===== src/verilog/sso_pkg.sv =====
// Package for the servo status output block: selector codes, widths,
// encoder type codes and timing constants.
// Assumes a single 250 MHz control clock shared by every user.
`default_nettype none
package sso_pkg;
  localparam int SPD_W = 16;
  localparam int TRQ_W = 16;
  localparam int POS_W = 32;
  localparam int NUM_TERM = 4;
  localparam int WSEL_W = 3;
  localparam int OSEL_W = 4;
  localparam int CLK_MHZ = 250;
  // Least edge spacing and least Z index pulse width of the quadrature input, ns.
  localparam int QUAD_EDGE_NS = 250;
  localparam int QUAD_Z_NS = 1000;
  localparam int QUAD_EDGE_CYC = (QUAD_EDGE_NS * CLK_MHZ + 999) / 1000;
  localparam int QUAD_Z_CYC = (QUAD_Z_NS * CLK_MHZ + 999) / 1000;

  // Output selector codes; zero routes nothing.
  localparam logic [OSEL_W-1:0] SEL_NONE = 4'h0;
  localparam logic [OSEL_W-1:0] SEL_TLIM = 4'h1;
  localparam logic [OSEL_W-1:0] SEL_ZSPD = 4'h2;
  localparam logic [OSEL_W-1:0] SEL_VMATCH = 4'h3;
  localparam logic [OSEL_W-1:0] SEL_WARNING_FLAG_ONE = 4'h4;
  localparam logic [OSEL_W-1:0] SEL_WARNING_FLAG_TWO = 4'h5;
  localparam logic [OSEL_W-1:0] SEL_PCMD = 4'h6;
  localparam logic [OSEL_W-1:0] SEL_VLIM = 4'h7;
  localparam logic [OSEL_W-1:0] SEL_ALMATB = 4'h8;
  localparam logic [OSEL_W-1:0] SEL_VCMD = 4'h9;
  localparam logic [OSEL_W-1:0] OSEL_RESET = 4'h0;

  localparam logic [1:0] ENC_QUAD = 2'h0;
  localparam logic [1:0] ENC_SER_INC = 2'h1;
  localparam logic [1:0] ENC_SER_ABS = 2'h2;

  typedef struct packed {
    logic torque_limited;
    logic zero_speed;
    logic speed_match;
    logic warn_one;
    logic warn_two;
    logic pos_cmd;
    logic speed_limiting;
    logic alarm_attr;
    logic speed_cmd;
  } sso_flags_t;

  typedef struct packed {
    logic torque_limit_active;
    logic speed_limit_active;
    logic torque_mode;
    logic speed_mode;
    logic pos_cmd_in;
    logic speed_cmd_in;
    logic alarm_present;
    logic alarm_clearable;
    logic [7:0] warn_cond;
  } sso_state_t;
endpackage
`default_nettype wire


===== src/verilog/sso_top.sv =====
// Status flag generator with output routing and external encoder input
// steering. Inputs are synchronous to clk_i; speeds are signed two's
// complement, thresholds unsigned magnitudes.
`default_nettype none

module sso_top (
  input wire logic clk_i,
  input wire logic rstn_i,
  input wire sso_pkg::sso_state_t state_i,
  input wire logic signed [sso_pkg::SPD_W-1:0] cmd_speed_i,
  input wire logic signed [sso_pkg::SPD_W-1:0] motor_speed_i,
  input wire logic [sso_pkg::SPD_W-1:0] zero_speed_threshold_i,
  input wire logic [sso_pkg::SPD_W-1:0] speed_match_width_i,
  input wire logic [sso_pkg::WSEL_W-1:0] warning_select_one_i,
  input wire logic [sso_pkg::WSEL_W-1:0] warning_select_two_i,
  input wire logic [sso_pkg::OSEL_W-1:0] output_select_first_i,
  input wire logic [sso_pkg::OSEL_W-1:0] output_select_2_i,
  input wire logic [sso_pkg::OSEL_W-1:0] output_select_3_i,
  input wire logic [sso_pkg::OSEL_W-1:0] output_select_last_i,
  input wire logic [1:0] ext_encoder_type_select_i,
  input wire logic ext_enc_phase_a_i,
  input wire logic ext_enc_phase_b_i,
  input wire logic ext_enc_phase_z_i,
  input wire logic ext_enc_serial_pair_i,
  input wire logic ext_ser_tx_data_i,
  input wire logic ext_ser_tx_en_i,
  input wire logic motor_enc_serial_pair_i,
  input wire logic motor_ser_tx_data_i,
  input wire logic motor_ser_tx_en_i,
  output sso_pkg::sso_flags_t flags_o,
  output logic [sso_pkg::NUM_TERM-1:0] term_o,
  output logic signed [sso_pkg::POS_W-1:0] ext_pos_o,
  output logic ext_index_o,
  output logic ext_ser_rx_o,
  output logic ext_enc_serial_pair_o,
  output logic ext_enc_serial_pair_oe_o,
  output logic motor_ser_rx_o,
  output logic motor_enc_serial_pair_o,
  output logic motor_enc_serial_pair_oe_o
);

  function automatic logic pick_flag(input logic [sso_pkg::OSEL_W-1:0] sel,
                                     input sso_pkg::sso_flags_t f);
    logic r;
    r = 1'b0;
    unique case (sel)
      sso_pkg::SEL_TLIM: r = f.torque_limited;
      sso_pkg::SEL_ZSPD: r = f.zero_speed;
      sso_pkg::SEL_VMATCH: r = f.speed_match;
      sso_pkg::SEL_WARNING_FLAG_ONE: r = f.warn_one;
      sso_pkg::SEL_WARNING_FLAG_TWO: r = f.warn_two;
      sso_pkg::SEL_PCMD: r = f.pos_cmd;
      sso_pkg::SEL_VLIM: r = f.speed_limiting;
      sso_pkg::SEL_ALMATB: r = f.alarm_attr;
      sso_pkg::SEL_VCMD: r = f.speed_cmd;
      default: r = 1'b0;
    endcase
    return r;
  endfunction

  function automatic logic [sso_pkg::SPD_W:0] mag(
      input logic signed [sso_pkg::SPD_W:0] v);
    return v[sso_pkg::SPD_W] ? (sso_pkg::SPD_W+1)'(-v) : v;
  endfunction

  // Flags and terminals are computed from this cycle's inputs and
  // registered once, so every output lags its cause by exactly one edge.
  sso_pkg::sso_flags_t next_flags;
  logic [sso_pkg::NUM_TERM-1:0] next_term;
  logic [sso_pkg::OSEL_W-1:0] osel [sso_pkg::NUM_TERM];
  logic [sso_pkg::SPD_W:0] speed_abs;
  logic [sso_pkg::SPD_W:0] err_abs;

  assign osel[0] = output_select_first_i;
  assign osel[1] = output_select_2_i;
  assign osel[2] = output_select_3_i;
  assign osel[3] = output_select_last_i;

  always_comb begin
    speed_abs = mag({motor_speed_i[sso_pkg::SPD_W-1], motor_speed_i});
    err_abs = mag((sso_pkg::SPD_W+1)'(
                  {cmd_speed_i[sso_pkg::SPD_W-1], cmd_speed_i} -
                  {motor_speed_i[sso_pkg::SPD_W-1], motor_speed_i}));
    next_flags.torque_limited = state_i.torque_limit_active;
    next_flags.zero_speed =
        speed_abs <= {1'b0, zero_speed_threshold_i};
    next_flags.speed_match =
        err_abs <= {1'b0, speed_match_width_i};
    next_flags.warn_one = state_i.warn_cond[warning_select_one_i];
    next_flags.warn_two = state_i.warn_cond[warning_select_two_i];
    next_flags.pos_cmd = state_i.pos_cmd_in;
    next_flags.speed_limiting =
        state_i.torque_mode | state_i.speed_limit_active;
    next_flags.alarm_attr =
        state_i.alarm_present | state_i.alarm_clearable;
    next_flags.speed_cmd = state_i.speed_mode | state_i.speed_cmd_in;
  end

  for (genvar t = 0; t < sso_pkg::NUM_TERM; t++) begin : g_term
    // Routing uses the fresh flag so a terminal never lags its flag.
    always_comb begin
      next_term[t] = pick_flag(osel[t], next_flags);
    end
  end

  always_ff @(posedge clk_i or negedge rstn_i) begin
    if (!rstn_i) begin
      flags_o <= '0;
      term_o <= '0;
    end else begin
      flags_o <= next_flags;
      term_o <= next_term;
    end
  end

  // Quadrature decoder: each A or B edge counts one step, giving the
  // fourfold resolution. At 250 MHz an edge spacing of 250 ns is many
  // cycles, so sampling without a filter keeps up with the rate.
  logic [1:0] ab_q;
  logic [1:0] next_ab_q;
  logic z_q;
  logic next_z_q;
  logic signed [sso_pkg::POS_W-1:0] next_pos;
  logic next_index;
  logic quad_sel;
  logic ser_sel;

  always_comb begin
    quad_sel = ext_encoder_type_select_i == sso_pkg::ENC_QUAD;
    ser_sel = ext_encoder_type_select_i == sso_pkg::ENC_SER_INC ||
              ext_encoder_type_select_i == sso_pkg::ENC_SER_ABS;
    next_ab_q = {ext_enc_phase_a_i, ext_enc_phase_b_i};
    next_z_q = ext_enc_phase_z_i;
    next_pos = ext_pos_o;
    next_index = 1'b0;
    if (quad_sel) begin
      // Gray step direction: forward when the old A differs from new B.
      if (ab_q != next_ab_q && (ab_q ^ next_ab_q) != 2'h3) begin
        if (ab_q[1] ^ next_ab_q[0]) begin
          next_pos = ext_pos_o + 32'sh1;
        end else begin
          next_pos = ext_pos_o - 32'sh1;
        end
      end
      next_index = next_z_q & ~z_q;
    end
  end

  always_ff @(posedge clk_i or negedge rstn_i) begin
    if (!rstn_i) begin
      ab_q <= 2'h0;
      z_q <= 1'b0;
      ext_pos_o <= '0;
      ext_index_o <= 1'b0;
    end else begin
      ab_q <= next_ab_q;
      z_q <= next_z_q;
      ext_pos_o <= next_pos;
      ext_index_o <= next_index;
    end
  end

  // Serial pairs: the line driver is enabled only while the serial
  // engine transmits; the external pair also needs a serial type
  // selected, since a quadrature encoder must not see a driven pair.
  logic next_ext_rx;
  logic next_ext_d;
  logic next_ext_oe;
  logic next_mot_rx;
  logic next_mot_d;
  logic next_mot_oe;

  always_comb begin
    next_ext_oe = ser_sel & ext_ser_tx_en_i;
    next_ext_d = next_ext_oe & ext_ser_tx_data_i;
    next_ext_rx = ser_sel & ext_enc_serial_pair_i;
    next_mot_oe = motor_ser_tx_en_i;
    next_mot_d = motor_ser_tx_en_i & motor_ser_tx_data_i;
    next_mot_rx = motor_enc_serial_pair_i;
  end

  always_ff @(posedge clk_i or negedge rstn_i) begin
    if (!rstn_i) begin
      ext_ser_rx_o <= 1'b0;
      ext_enc_serial_pair_o <= 1'b0;
      ext_enc_serial_pair_oe_o <= 1'b0;
      motor_ser_rx_o <= 1'b0;
      motor_enc_serial_pair_o <= 1'b0;
      motor_enc_serial_pair_oe_o <= 1'b0;
    end else begin
      ext_ser_rx_o <= next_ext_rx;
      ext_enc_serial_pair_o <= next_ext_d;
      ext_enc_serial_pair_oe_o <= next_ext_oe;
      motor_ser_rx_o <= next_mot_rx;
      motor_enc_serial_pair_o <= next_mot_d;
      motor_enc_serial_pair_oe_o <= next_mot_oe;
    end
  end

  a_tlim_follow: assert property (
    @(posedge clk_i) disable iff (!rstn_i)
    flags_o.torque_limited == $past(state_i.torque_limit_active))
    else $error("torque limited flag wrong");
  a_zero_speed: assert property (
    @(posedge clk_i) disable iff (!rstn_i)
    (motor_speed_i == '0) |=> flags_o.zero_speed)
    else $error("zero speed flag missing");
  a_zspd_clear: assert property (
    @(posedge clk_i) disable iff (!rstn_i)
    (!motor_speed_i[sso_pkg::SPD_W-1] &&
      $unsigned(motor_speed_i) > zero_speed_threshold_i)
      |=> !flags_o.zero_speed)
    else $error("zero speed flag above threshold");
  a_speed_match: assert property (
    @(posedge clk_i) disable iff (!rstn_i)
    (cmd_speed_i == motor_speed_i) |=> flags_o.speed_match)
    else $error("speed match flag missing");
  a_warn_sel: assert property (
    @(posedge clk_i) disable iff (!rstn_i)
    flags_o.warn_two ==
      $past(state_i.warn_cond[warning_select_two_i]))
    else $error("warning two flag wrong");
  a_warn_one: assert property (
    @(posedge clk_i) disable iff (!rstn_i)
    flags_o.warn_one ==
      $past(state_i.warn_cond[warning_select_one_i]))
    else $error("warning one flag wrong");
  a_pcmd_flag: assert property (
    @(posedge clk_i) disable iff (!rstn_i)
    $rose(state_i.pos_cmd_in) |=> flags_o.pos_cmd)
    else $error("position command flag late");
  a_pcmd_level: assert property (
    @(posedge clk_i) disable iff (!rstn_i)
    flags_o.pos_cmd == $past(state_i.pos_cmd_in))
    else $error("position command flag wrong");
  a_vlim_flag: assert property (
    @(posedge clk_i) disable iff (!rstn_i)
    (state_i.torque_mode && !state_i.speed_limit_active)
      |=> flags_o.speed_limiting)
    else $error("speed limiting flag missing");
  a_vlim_off: assert property (
    @(posedge clk_i) disable iff (!rstn_i)
    (!state_i.torque_mode && !state_i.speed_limit_active)
      |=> !flags_o.speed_limiting)
    else $error("speed limiting flag stuck");
  a_alm_attr: assert property (
    @(posedge clk_i) disable iff (!rstn_i)
    (!state_i.alarm_present && !state_i.alarm_clearable)
      |=> !flags_o.alarm_attr)
    else $error("alarm attribute flag stuck");
  a_alm_on: assert property (
    @(posedge clk_i) disable iff (!rstn_i)
    state_i.alarm_present |=> flags_o.alarm_attr)
    else $error("alarm attribute flag missing");
  a_vcmd_flag: assert property (
    @(posedge clk_i) disable iff (!rstn_i)
    state_i.speed_cmd_in |=> flags_o.speed_cmd)
    else $error("speed command flag missing");
  a_vcmd_off: assert property (
    @(posedge clk_i) disable iff (!rstn_i)
    (!state_i.speed_mode && !state_i.speed_cmd_in)
      |=> !flags_o.speed_cmd)
    else $error("speed command flag stuck");
  a_term_none: assert property (
    @(posedge clk_i) disable iff (!rstn_i)
    (output_select_first_i == sso_pkg::SEL_NONE) |=> !term_o[0])
    else $error("unrouted terminal driven");
  a_term_route: assert property (
    @(posedge clk_i) disable iff (!rstn_i)
    (output_select_first_i == sso_pkg::SEL_ZSPD)
      |=> term_o[0] == flags_o.zero_speed)
    else $error("routed terminal wrong");
  a_term_illegal: assert property (
    @(posedge clk_i) disable iff (!rstn_i)
    (output_select_2_i > sso_pkg::SEL_VCMD) |=> !term_o[1])
    else $error("illegal selector drives terminal");
  a_term_tlim: assert property (
    @(posedge clk_i) disable iff (!rstn_i)
    (output_select_last_i == sso_pkg::SEL_TLIM)
      |=> term_o[3] == flags_o.torque_limited)
    else $error("terminal lags its flag");
  a_index_pulse: assert property (
    @(posedge clk_i) disable iff (!rstn_i)
    ext_index_o |=> !ext_index_o)
    else $error("index pulse too long");
  a_quad_step: assert property (
    @(posedge clk_i) disable iff (!rstn_i)
    !quad_sel |=> $stable(ext_pos_o))
    else $error("position moved while serial selected");
  a_ext_rx_mask: assert property (
    @(posedge clk_i) disable iff (!rstn_i)
    !ser_sel |=> !ext_ser_rx_o)
    else $error("serial receive leaks without serial type");
  a_ext_oe: assert property (
    @(posedge clk_i) disable iff (!rstn_i)
    quad_sel |=> !ext_enc_serial_pair_oe_o)
    else $error("serial pair driven in quadrature mode");
  a_ext_quiet: assert property (
    @(posedge clk_i) disable iff (!rstn_i)
    !ext_enc_serial_pair_oe_o |-> !ext_enc_serial_pair_o)
    else $error("external pair data without enable");
  a_mot_oe: assert property (
    @(posedge clk_i) disable iff (!rstn_i)
    motor_ser_tx_en_i |=> motor_enc_serial_pair_oe_o)
    else $error("motor pair not driven");
  a_mot_idle: assert property (
    @(posedge clk_i) disable iff (!rstn_i)
    !motor_ser_tx_en_i |=> !motor_enc_serial_pair_oe_o)
    else $error("motor pair driven while idle");

endmodule
`default_nettype wire

===== config.mk =====
export PLATFORM = sky130hd
export DESIGN_NAME = sso_top
export DESIGN_NICKNAME = d
export VERILOG_FILES = /design/src/verilog/sso_pkg.sv /design/src/verilog/sso_top.sv
export SDC_FILE = /design/constraint.sdc
export NUM_CORES = 1
export LEC_CHECK = 0
export ABC_AREA = 1
export BUFFER_PORTS_ARGS = -buffer_cell sky130_fd_sc_hd__buf_2
export CAP_MARGIN = 20
export CORE_MARGIN = 8
export CORE_UTILIZATION = 56
export DETAILED_ROUTE_END_ITERATION = 7
export MAX_ROUTING_LAYER = met4
export PLACE_DENSITY = 0.91
export SLEW_MARGIN = 25
export SYNTH_ARGS = -nofsm -noshare
export SYNTH_HDL_FRONTEND = slang
export SYNTH_SLANG_ARGS = --single-unit

===== constraint.sdc =====
create_clock -name clk_i -period 5.1 [get_ports clk_i]
set_clock_uncertainty 0.2 [all_clocks]
set_input_delay 0.51 -clock clk_i [delete_from_list [all_inputs] [get_ports clk_i]]
set_output_delay 0.51 -clock clk_i [all_outputs]
set_load 0.1 [all_outputs]

# ---- Yosys cells after proc, flatten, opt, wreduce, memory -nomap -nowiden
# Cells that the tools add are included.
dict set report word_totals {
  regBits 55
  in_bits 115
  word_cells 96
}
dict set report classes {
  add_sub_neg 5
  magnitude_cmp 4
  eq_ne 40
  muxes 12
  bitwise 11
  reduce_logical 4
}
# cell n
set op_table {}
lappend op_table {{$eq A4 B3 Y1 const B} 16}
lappend op_table {{$pmux W1 S9} 4}
lappend op_table {{$le A17 B16 Y1} 2}
lappend op_table {{$mux W17} 2}
lappend op_table {{$add A32 B2 Y32 const B} 1}
lappend op_table {{$eq A4 B2 Y1 const B} 8}
lappend op_table {{$eq A4 B4 Y1 const B} 8}
lappend op_table {{$mux W32} 1}
lappend op_table {{$sub A32 B2 Y32 const B} 1}
lappend op_table {{$neg A16 Y17} 1}
lappend op_table {{$neg A17 Y17} 1}
lappend op_table {{$sub A16 B16 Y17} 1}
lappend op_table {{$eq A4 B1 Y1 const B} 4}
lappend op_table {{$lt A3 B4 Y1 const B} 2}
lappend op_table {{$bmux W1 S3} 2}
lappend op_table {{$and A1 B1 Y1} 5}
lappend op_table {{$mux W1} 3}
lappend op_table {{$or A1 B1 Y1} 3}
lappend op_table {{$eq A2 B1 Y1 const B} 1}
lappend op_table {{$eq A2 B2 Y1 const B} 1}
lappend op_table {{$logic_not A2 Y1} 1}
lappend op_table {{$ne A2 B2 Y1} 1}
lappend op_table {{$ne A2 B2 Y1 const B} 1}
lappend op_table {{$reduce_and A2 Y1} 1}
lappend op_table {{other kinds (5)} 5}

# ---- Logic depth before layout (Yosys ltp)
dict set report logic_depth {
  word_depth 5
  ltp_mapped 32
  ltp_nobuf 32
}

# ---- Worst setup path after synthesis
# OpenSTA, ideal clock, no wires.
dict set report synth_timing {
  kind {input to register}
  from {input port ext_enc_phase_b_i}
  to {register ext_pos_o[18] (netlist name)}
  setup_time_ns 0.083
  arrival_ns 3.730
  t_required_ns 4.817
  setup_slack_ns 1.087
  cell_stages 11
  cell_sequence {xnor2_1 -> inv_1 -> fa_1 -> inv_1 -> nand2_1 -> o21ai_2 -> a21boi_0 -> o21ai_0 -> a21oi_1 -> xor2_1 -> o21ai_0}
}
dict set report synth_via {
  elab_chain_cells 4
  elab_cells_between_ends 7
  cone_classes {eq/ne: 2; mux: 1; bitwise: 2; reduce/logical: 2}
}
# item line_no
set synth_rtl {}
lappend synth_rtl {{from (decl)} sso_top.sv:22} ;# input wire logic ext_enc_phase_b_i,
lappend synth_rtl {{$xor A2 B2 Y2} sso_top.sv:138} ;# if (ab_q != next_ab_q && (ab_q ^ next_ab_q) != 2'h3) begin
lappend synth_rtl {{$ne A2 B2 Y1} sso_top.sv:138}
lappend synth_rtl {{$logic_and A1 B1 Y1} sso_top.sv:138}
lappend synth_rtl {{$reduce_and A2 Y1 (no line)} -}
lappend synth_rtl {{to (signal assigned)} sso_top.sv:158} ;# ext_pos_o <= next_pos;
lappend synth_rtl {{to (decl)} sso_top.sv:32} ;# output logic signed [sso_pkg::POS_W-1:0] ext_pos_o,
# Several ways; a longest one is shown, not always the timed one.
# A chain may end at the register's enable or synchronous reset.

# ---- Final worst setup path
dict set report layout_timing {
  from {input port motor_speed_i[15] (netlist name)}
  to {register term_o[3] (netlist name)}
}
dict set report layout_via {
  elab_chain_cells 5
  elab_cells_between_ends 8
  cone_classes {add/sub: 3; order compare: 2; mux: 3}
}
# item line_no
set layout_rtl {}
lappend layout_rtl {{from (decl)} sso_top.sv:11} ;# input wire logic signed [sso_pkg::SPD_W-1:0] motor_speed_i,
lappend layout_rtl {{$sub A16 B16 Y17} sso_top.sv:82} ;# {cmd_speed_i[sso_pkg::SPD_W-1], cmd_speed_i} -
lappend layout_rtl {{$neg A17 Y17} sso_top.sv:63} ;# return v[sso_pkg::SPD_W] ? (sso_pkg::SPD_W+1)'(-v) : v;
lappend layout_rtl {{$mux W17} sso_top.sv:63}
lappend layout_rtl {{$le A17 B16 Y1 (not written as such)} sso_top.sv:88} ;# err_abs <= {1'b0, speed_match_width_i};
lappend layout_rtl {{$pmux W1 S9 (*)} sso_top.sv:46} ;# unique case (sel)
lappend layout_rtl {{net next_term (one bit)} sso_top.sv:69} ;# logic [sso_pkg::NUM_TERM-1:0] next_term;
lappend layout_rtl {{to (signal assigned)} sso_top.sv:112} ;# term_o <= next_term;
lappend layout_rtl {{to (decl)} sso_top.sv:31} ;# output logic [sso_pkg::NUM_TERM-1:0] term_o,
# Mark *: on every way through the listed nets, which the timed path passes. The rest lies on a longest branch.

==> results by group <==
Run status
  – Run status: finished, final reports clean

Yosys
  – Synth unique cells: 44
  – Post-synth EDFFs: 0
  – Synth top area share: 19.5%
  – Synth top cells by count: nand2_1, inv_1, nor2_1, ha_1, nand3_1
  – Yosys top cell by area: dfrtp_1
  – Most common cell in the synthesized netlist: nand2_1
  – Area contributors post-synth: dfrtp_1, nand2_1, ha_1
  – Synthesis Warnings: 0
  – Avg Cell Area, Syn: 6.25 sq um
  – Syn nets: 1326
  – Asr flop ratio synth: 100%
  – Syn Std Cell Area: 0.00705 sq mm
  – Flops & latches, synth: 55
  – Mapped Cells: 1128
  – Register area share after synthesis: 19.5%
  – Main synth FF type: dfrtp_1

CTS
  – Clk_lat worst skew: 0.29 ns
  – Sink Count: 55
  – Post-CTS sizing: 0
  – Setup repair bufs after CTS: 0
  – Clock tree from TritonCTS: yes
  – CTS H-tree lvls: 2
  – Root Driver: clkbuf_16
  – Clock Pin Slew Worst Setup and Hold Paths: 0.07 ns
  – Post-CTS Hold Buffers: 0
  – CTS buffer count: 5
  – Clock buffer depth: 2

STA
  – Final hold vios: 0
  – RSZ-0062 raised after global routing: false
  – Slew HR: 47.9%
  – Final Critical Period: 3.89 ns
  – Final setup violation count: 0
  – Tightest Pin Transition: 0.776 ns
  – Max Slew Vio Count: 0
  – Fmax: 257 MHz
  – Setup TNS: 0 ns
  – Post-route clock period utilization: 76.3%

Floorplan
  – Die footprint: 0.0164 sq mm
  – I/O pins: 167
  – Die span in x: 128 microns
  – CORE AREA: 0.0125 sq mm
  – Initial core utilization: 56.6%
  – Site Rows: 41
  – Die H: 128 microns

Setup path
  – Setup CP Type: in -> reg
  – CP Max Fanout: 14
  – Buf/Inv on CP: 4
  – Most frequent cell on the critical path: nand2_1
  – R2R Setup Slk: 1.59 ns
  – Crit path max-delay family: simple AND/OR/NAND/NOR gates
  – CP Launch Point: motor_speed_i[15]
  – Worst EP arrival: 3.86 ns
  – Worst flop-to-flop path endpoint: ext_pos_o[20]
  – Slowest stage delay, CP: 0.38 ns
  – Reg2Reg Launch Point: ab_q[1]
  – Critical Path RT: 5.07 ns
  – CP max-delay cell: ha_1
  – R2R cell count: 11
  – Startpoint types: input port
  – Setup crit end kind: register

Route
  – Number of detailed-route iterations in the first pass: 6
  – Routed wire length: 20100 microns
  – DRC: 0
  – DRT antenna net count: 0
  – Vias/cell: 5.33
  – Avg WL per Cell: 13.7 microns
  – Detailed-route via count: 7829
  – 1st-iter DRT viols: 537

Min path
  – HP Class: in -> reg
  – Hold Crit Start: motor_enc_serial_pair_i
  – Worst hold stages: 1
  – Endpoint of the worst hold path: motor_ser_rx_o

Global route
  – GRT Residual Overflow: 0
  – Overall Global Routing Usage: 24.4%
  – Initial antenna violation count: 0
  – Largest net degree at the start of global routing: 56
  – Number of global-route vias before repair: 7438
  – Global-route wire length before repair: 32800 microns

Place
  – Inst Count DP: 1460
  – Number of port buffers: 166
  – GP Congestion: 0.976
  – Final HPWL DP: 17000 microns

Power and ir drop
  – Worst IR Drop VDD: 0.272 mV
  – Cell Pwr Density: 510 mW/mm^2
  – Leak pwr: 0.00478 uW

Final layout
  – Antenna Cells: 0
  – Layout cells sized above 1: 17.3%
  – Filler cells: 1138
  – Non-filler cells, final: 1468
  – Final #Nets: 1493
  – Synthesis-to-finish area growth: 17.0%

Flow run
  – Max Cap Violations: 0
[worst reg2reg max path, stage by stage, from the launching register on]
cell      delay [ns]
dfrtp_1         0.40
xnor2_2         0.57
buf_4           0.41
ha_1            0.35
a21oi_1         0.21
a21boi_0        0.36
o21ai_0         0.17
a21oi_1         0.22
o21bai_1        0.10
or2_2           0.27
nand3_1         0.07
nand2_1         0.07
[registers in the layout, indices dropped and copies added (netlist names)]
register and flops:
motor_ser_rx_o 1, flags_o 9, motor_enc_serial_pair_oe_o 1, ext_index_o 1, ext_enc_serial_pair_oe_o 1, term_o 4, ab_q 2, ext_pos_o 32
ext_ser_rx_o 1, ext_enc_serial_pair_o 1, z_q 1, motor_enc_serial_pair_o 1
[power by group]
group | leakage (uW) | internal, uW | switching, uW | total [uW]
Combinational | 0.00403 | 817 | 2290 | 3110
Clock | 0.0000844 | 235 | 162 | 397
Sequential | 0.000661 | 573 | 128 | 701
[worst max path at each step]
stage                          to  slack [ns]  depth (start not counted)
floorplan           ext_pos_o[18]        1.09                         11
global placement        term_o[0]        1.14                         29
detailed placement      term_o[3]        0.93                         26
CTS                     term_o[3]        1.24                         26
global route            term_o[3]        0.87                         26
finish                  term_o[3]        1.21                         26
[metrics by stage]
stage / total power, uW / utilization (%) / instance area (sq um) / setup slack (ns) / hold slack, ns
2_1_floorplan: 3130 / - / 7050 / 1.09 / 0.0144
3_3_place_gp: 3710 / 64.8 / 8080 / 1.14 / 0.180
3_5_place_dp: 3780 / 64.8 / 8080 / 0.932 / 0.191
4_1_cts: 4190 / 66.2 / 8250 / 1.24 / 0.116
5_1_grt: 4510 / 66.2 / 8250 / 0.874 / 0.113
6_report: 4210 / 66.2 / 8250 / 1.21 / 0.122
[cell families after synthesis]
logic type | synth area share, %
xor gates and xnor gates | 4.84
adders and majority gates | 14.9
AOI/OAI and AO/OA | 14.2
and+or+nand+nor | 35.1
buffers and inverters | 11.3
DFF | 19.5
[layout make-up]
class	count	area [sq um]	area share, %
clock buffer	5	125	1.52
tap	172	215	2.61
clock inverter	3	47.5	0.576
timing repair buffer	169	853	10.3
multi-input combinational	865	4880	59.2
inverter	199	749	9.08
sequential	55	1380	16.7
[routing by layer]
metal,vias up,share of wire [%],GRT usage (%)
met3,34,7.0,3.54
met4,0,2.2,7.13
met2,302,45,40.0
met1,3506,46,30.6
met5,-,0,-
li1,3987,-,-
[cells in the final DEF (no fill, tap or decap), types with 6 or more instances in the layout]
cell type  instances
nor3_1            13
nor2_1           114
nand4_1           20
nand3_2            6
o21ai_0           50
xor2_1            26
a21oi_1           67
o211ai_1           7
or2_2             11
inv_1            194
nand3b_1           7
ha_1              81
nand2_1          292
nand3_1           77
a31oi_1           16
buf_2            166
o21bai_1           8
xnor2_1           12
nand2_2           15
dfrtp_1           55
(Power assumes the default switching activity.)
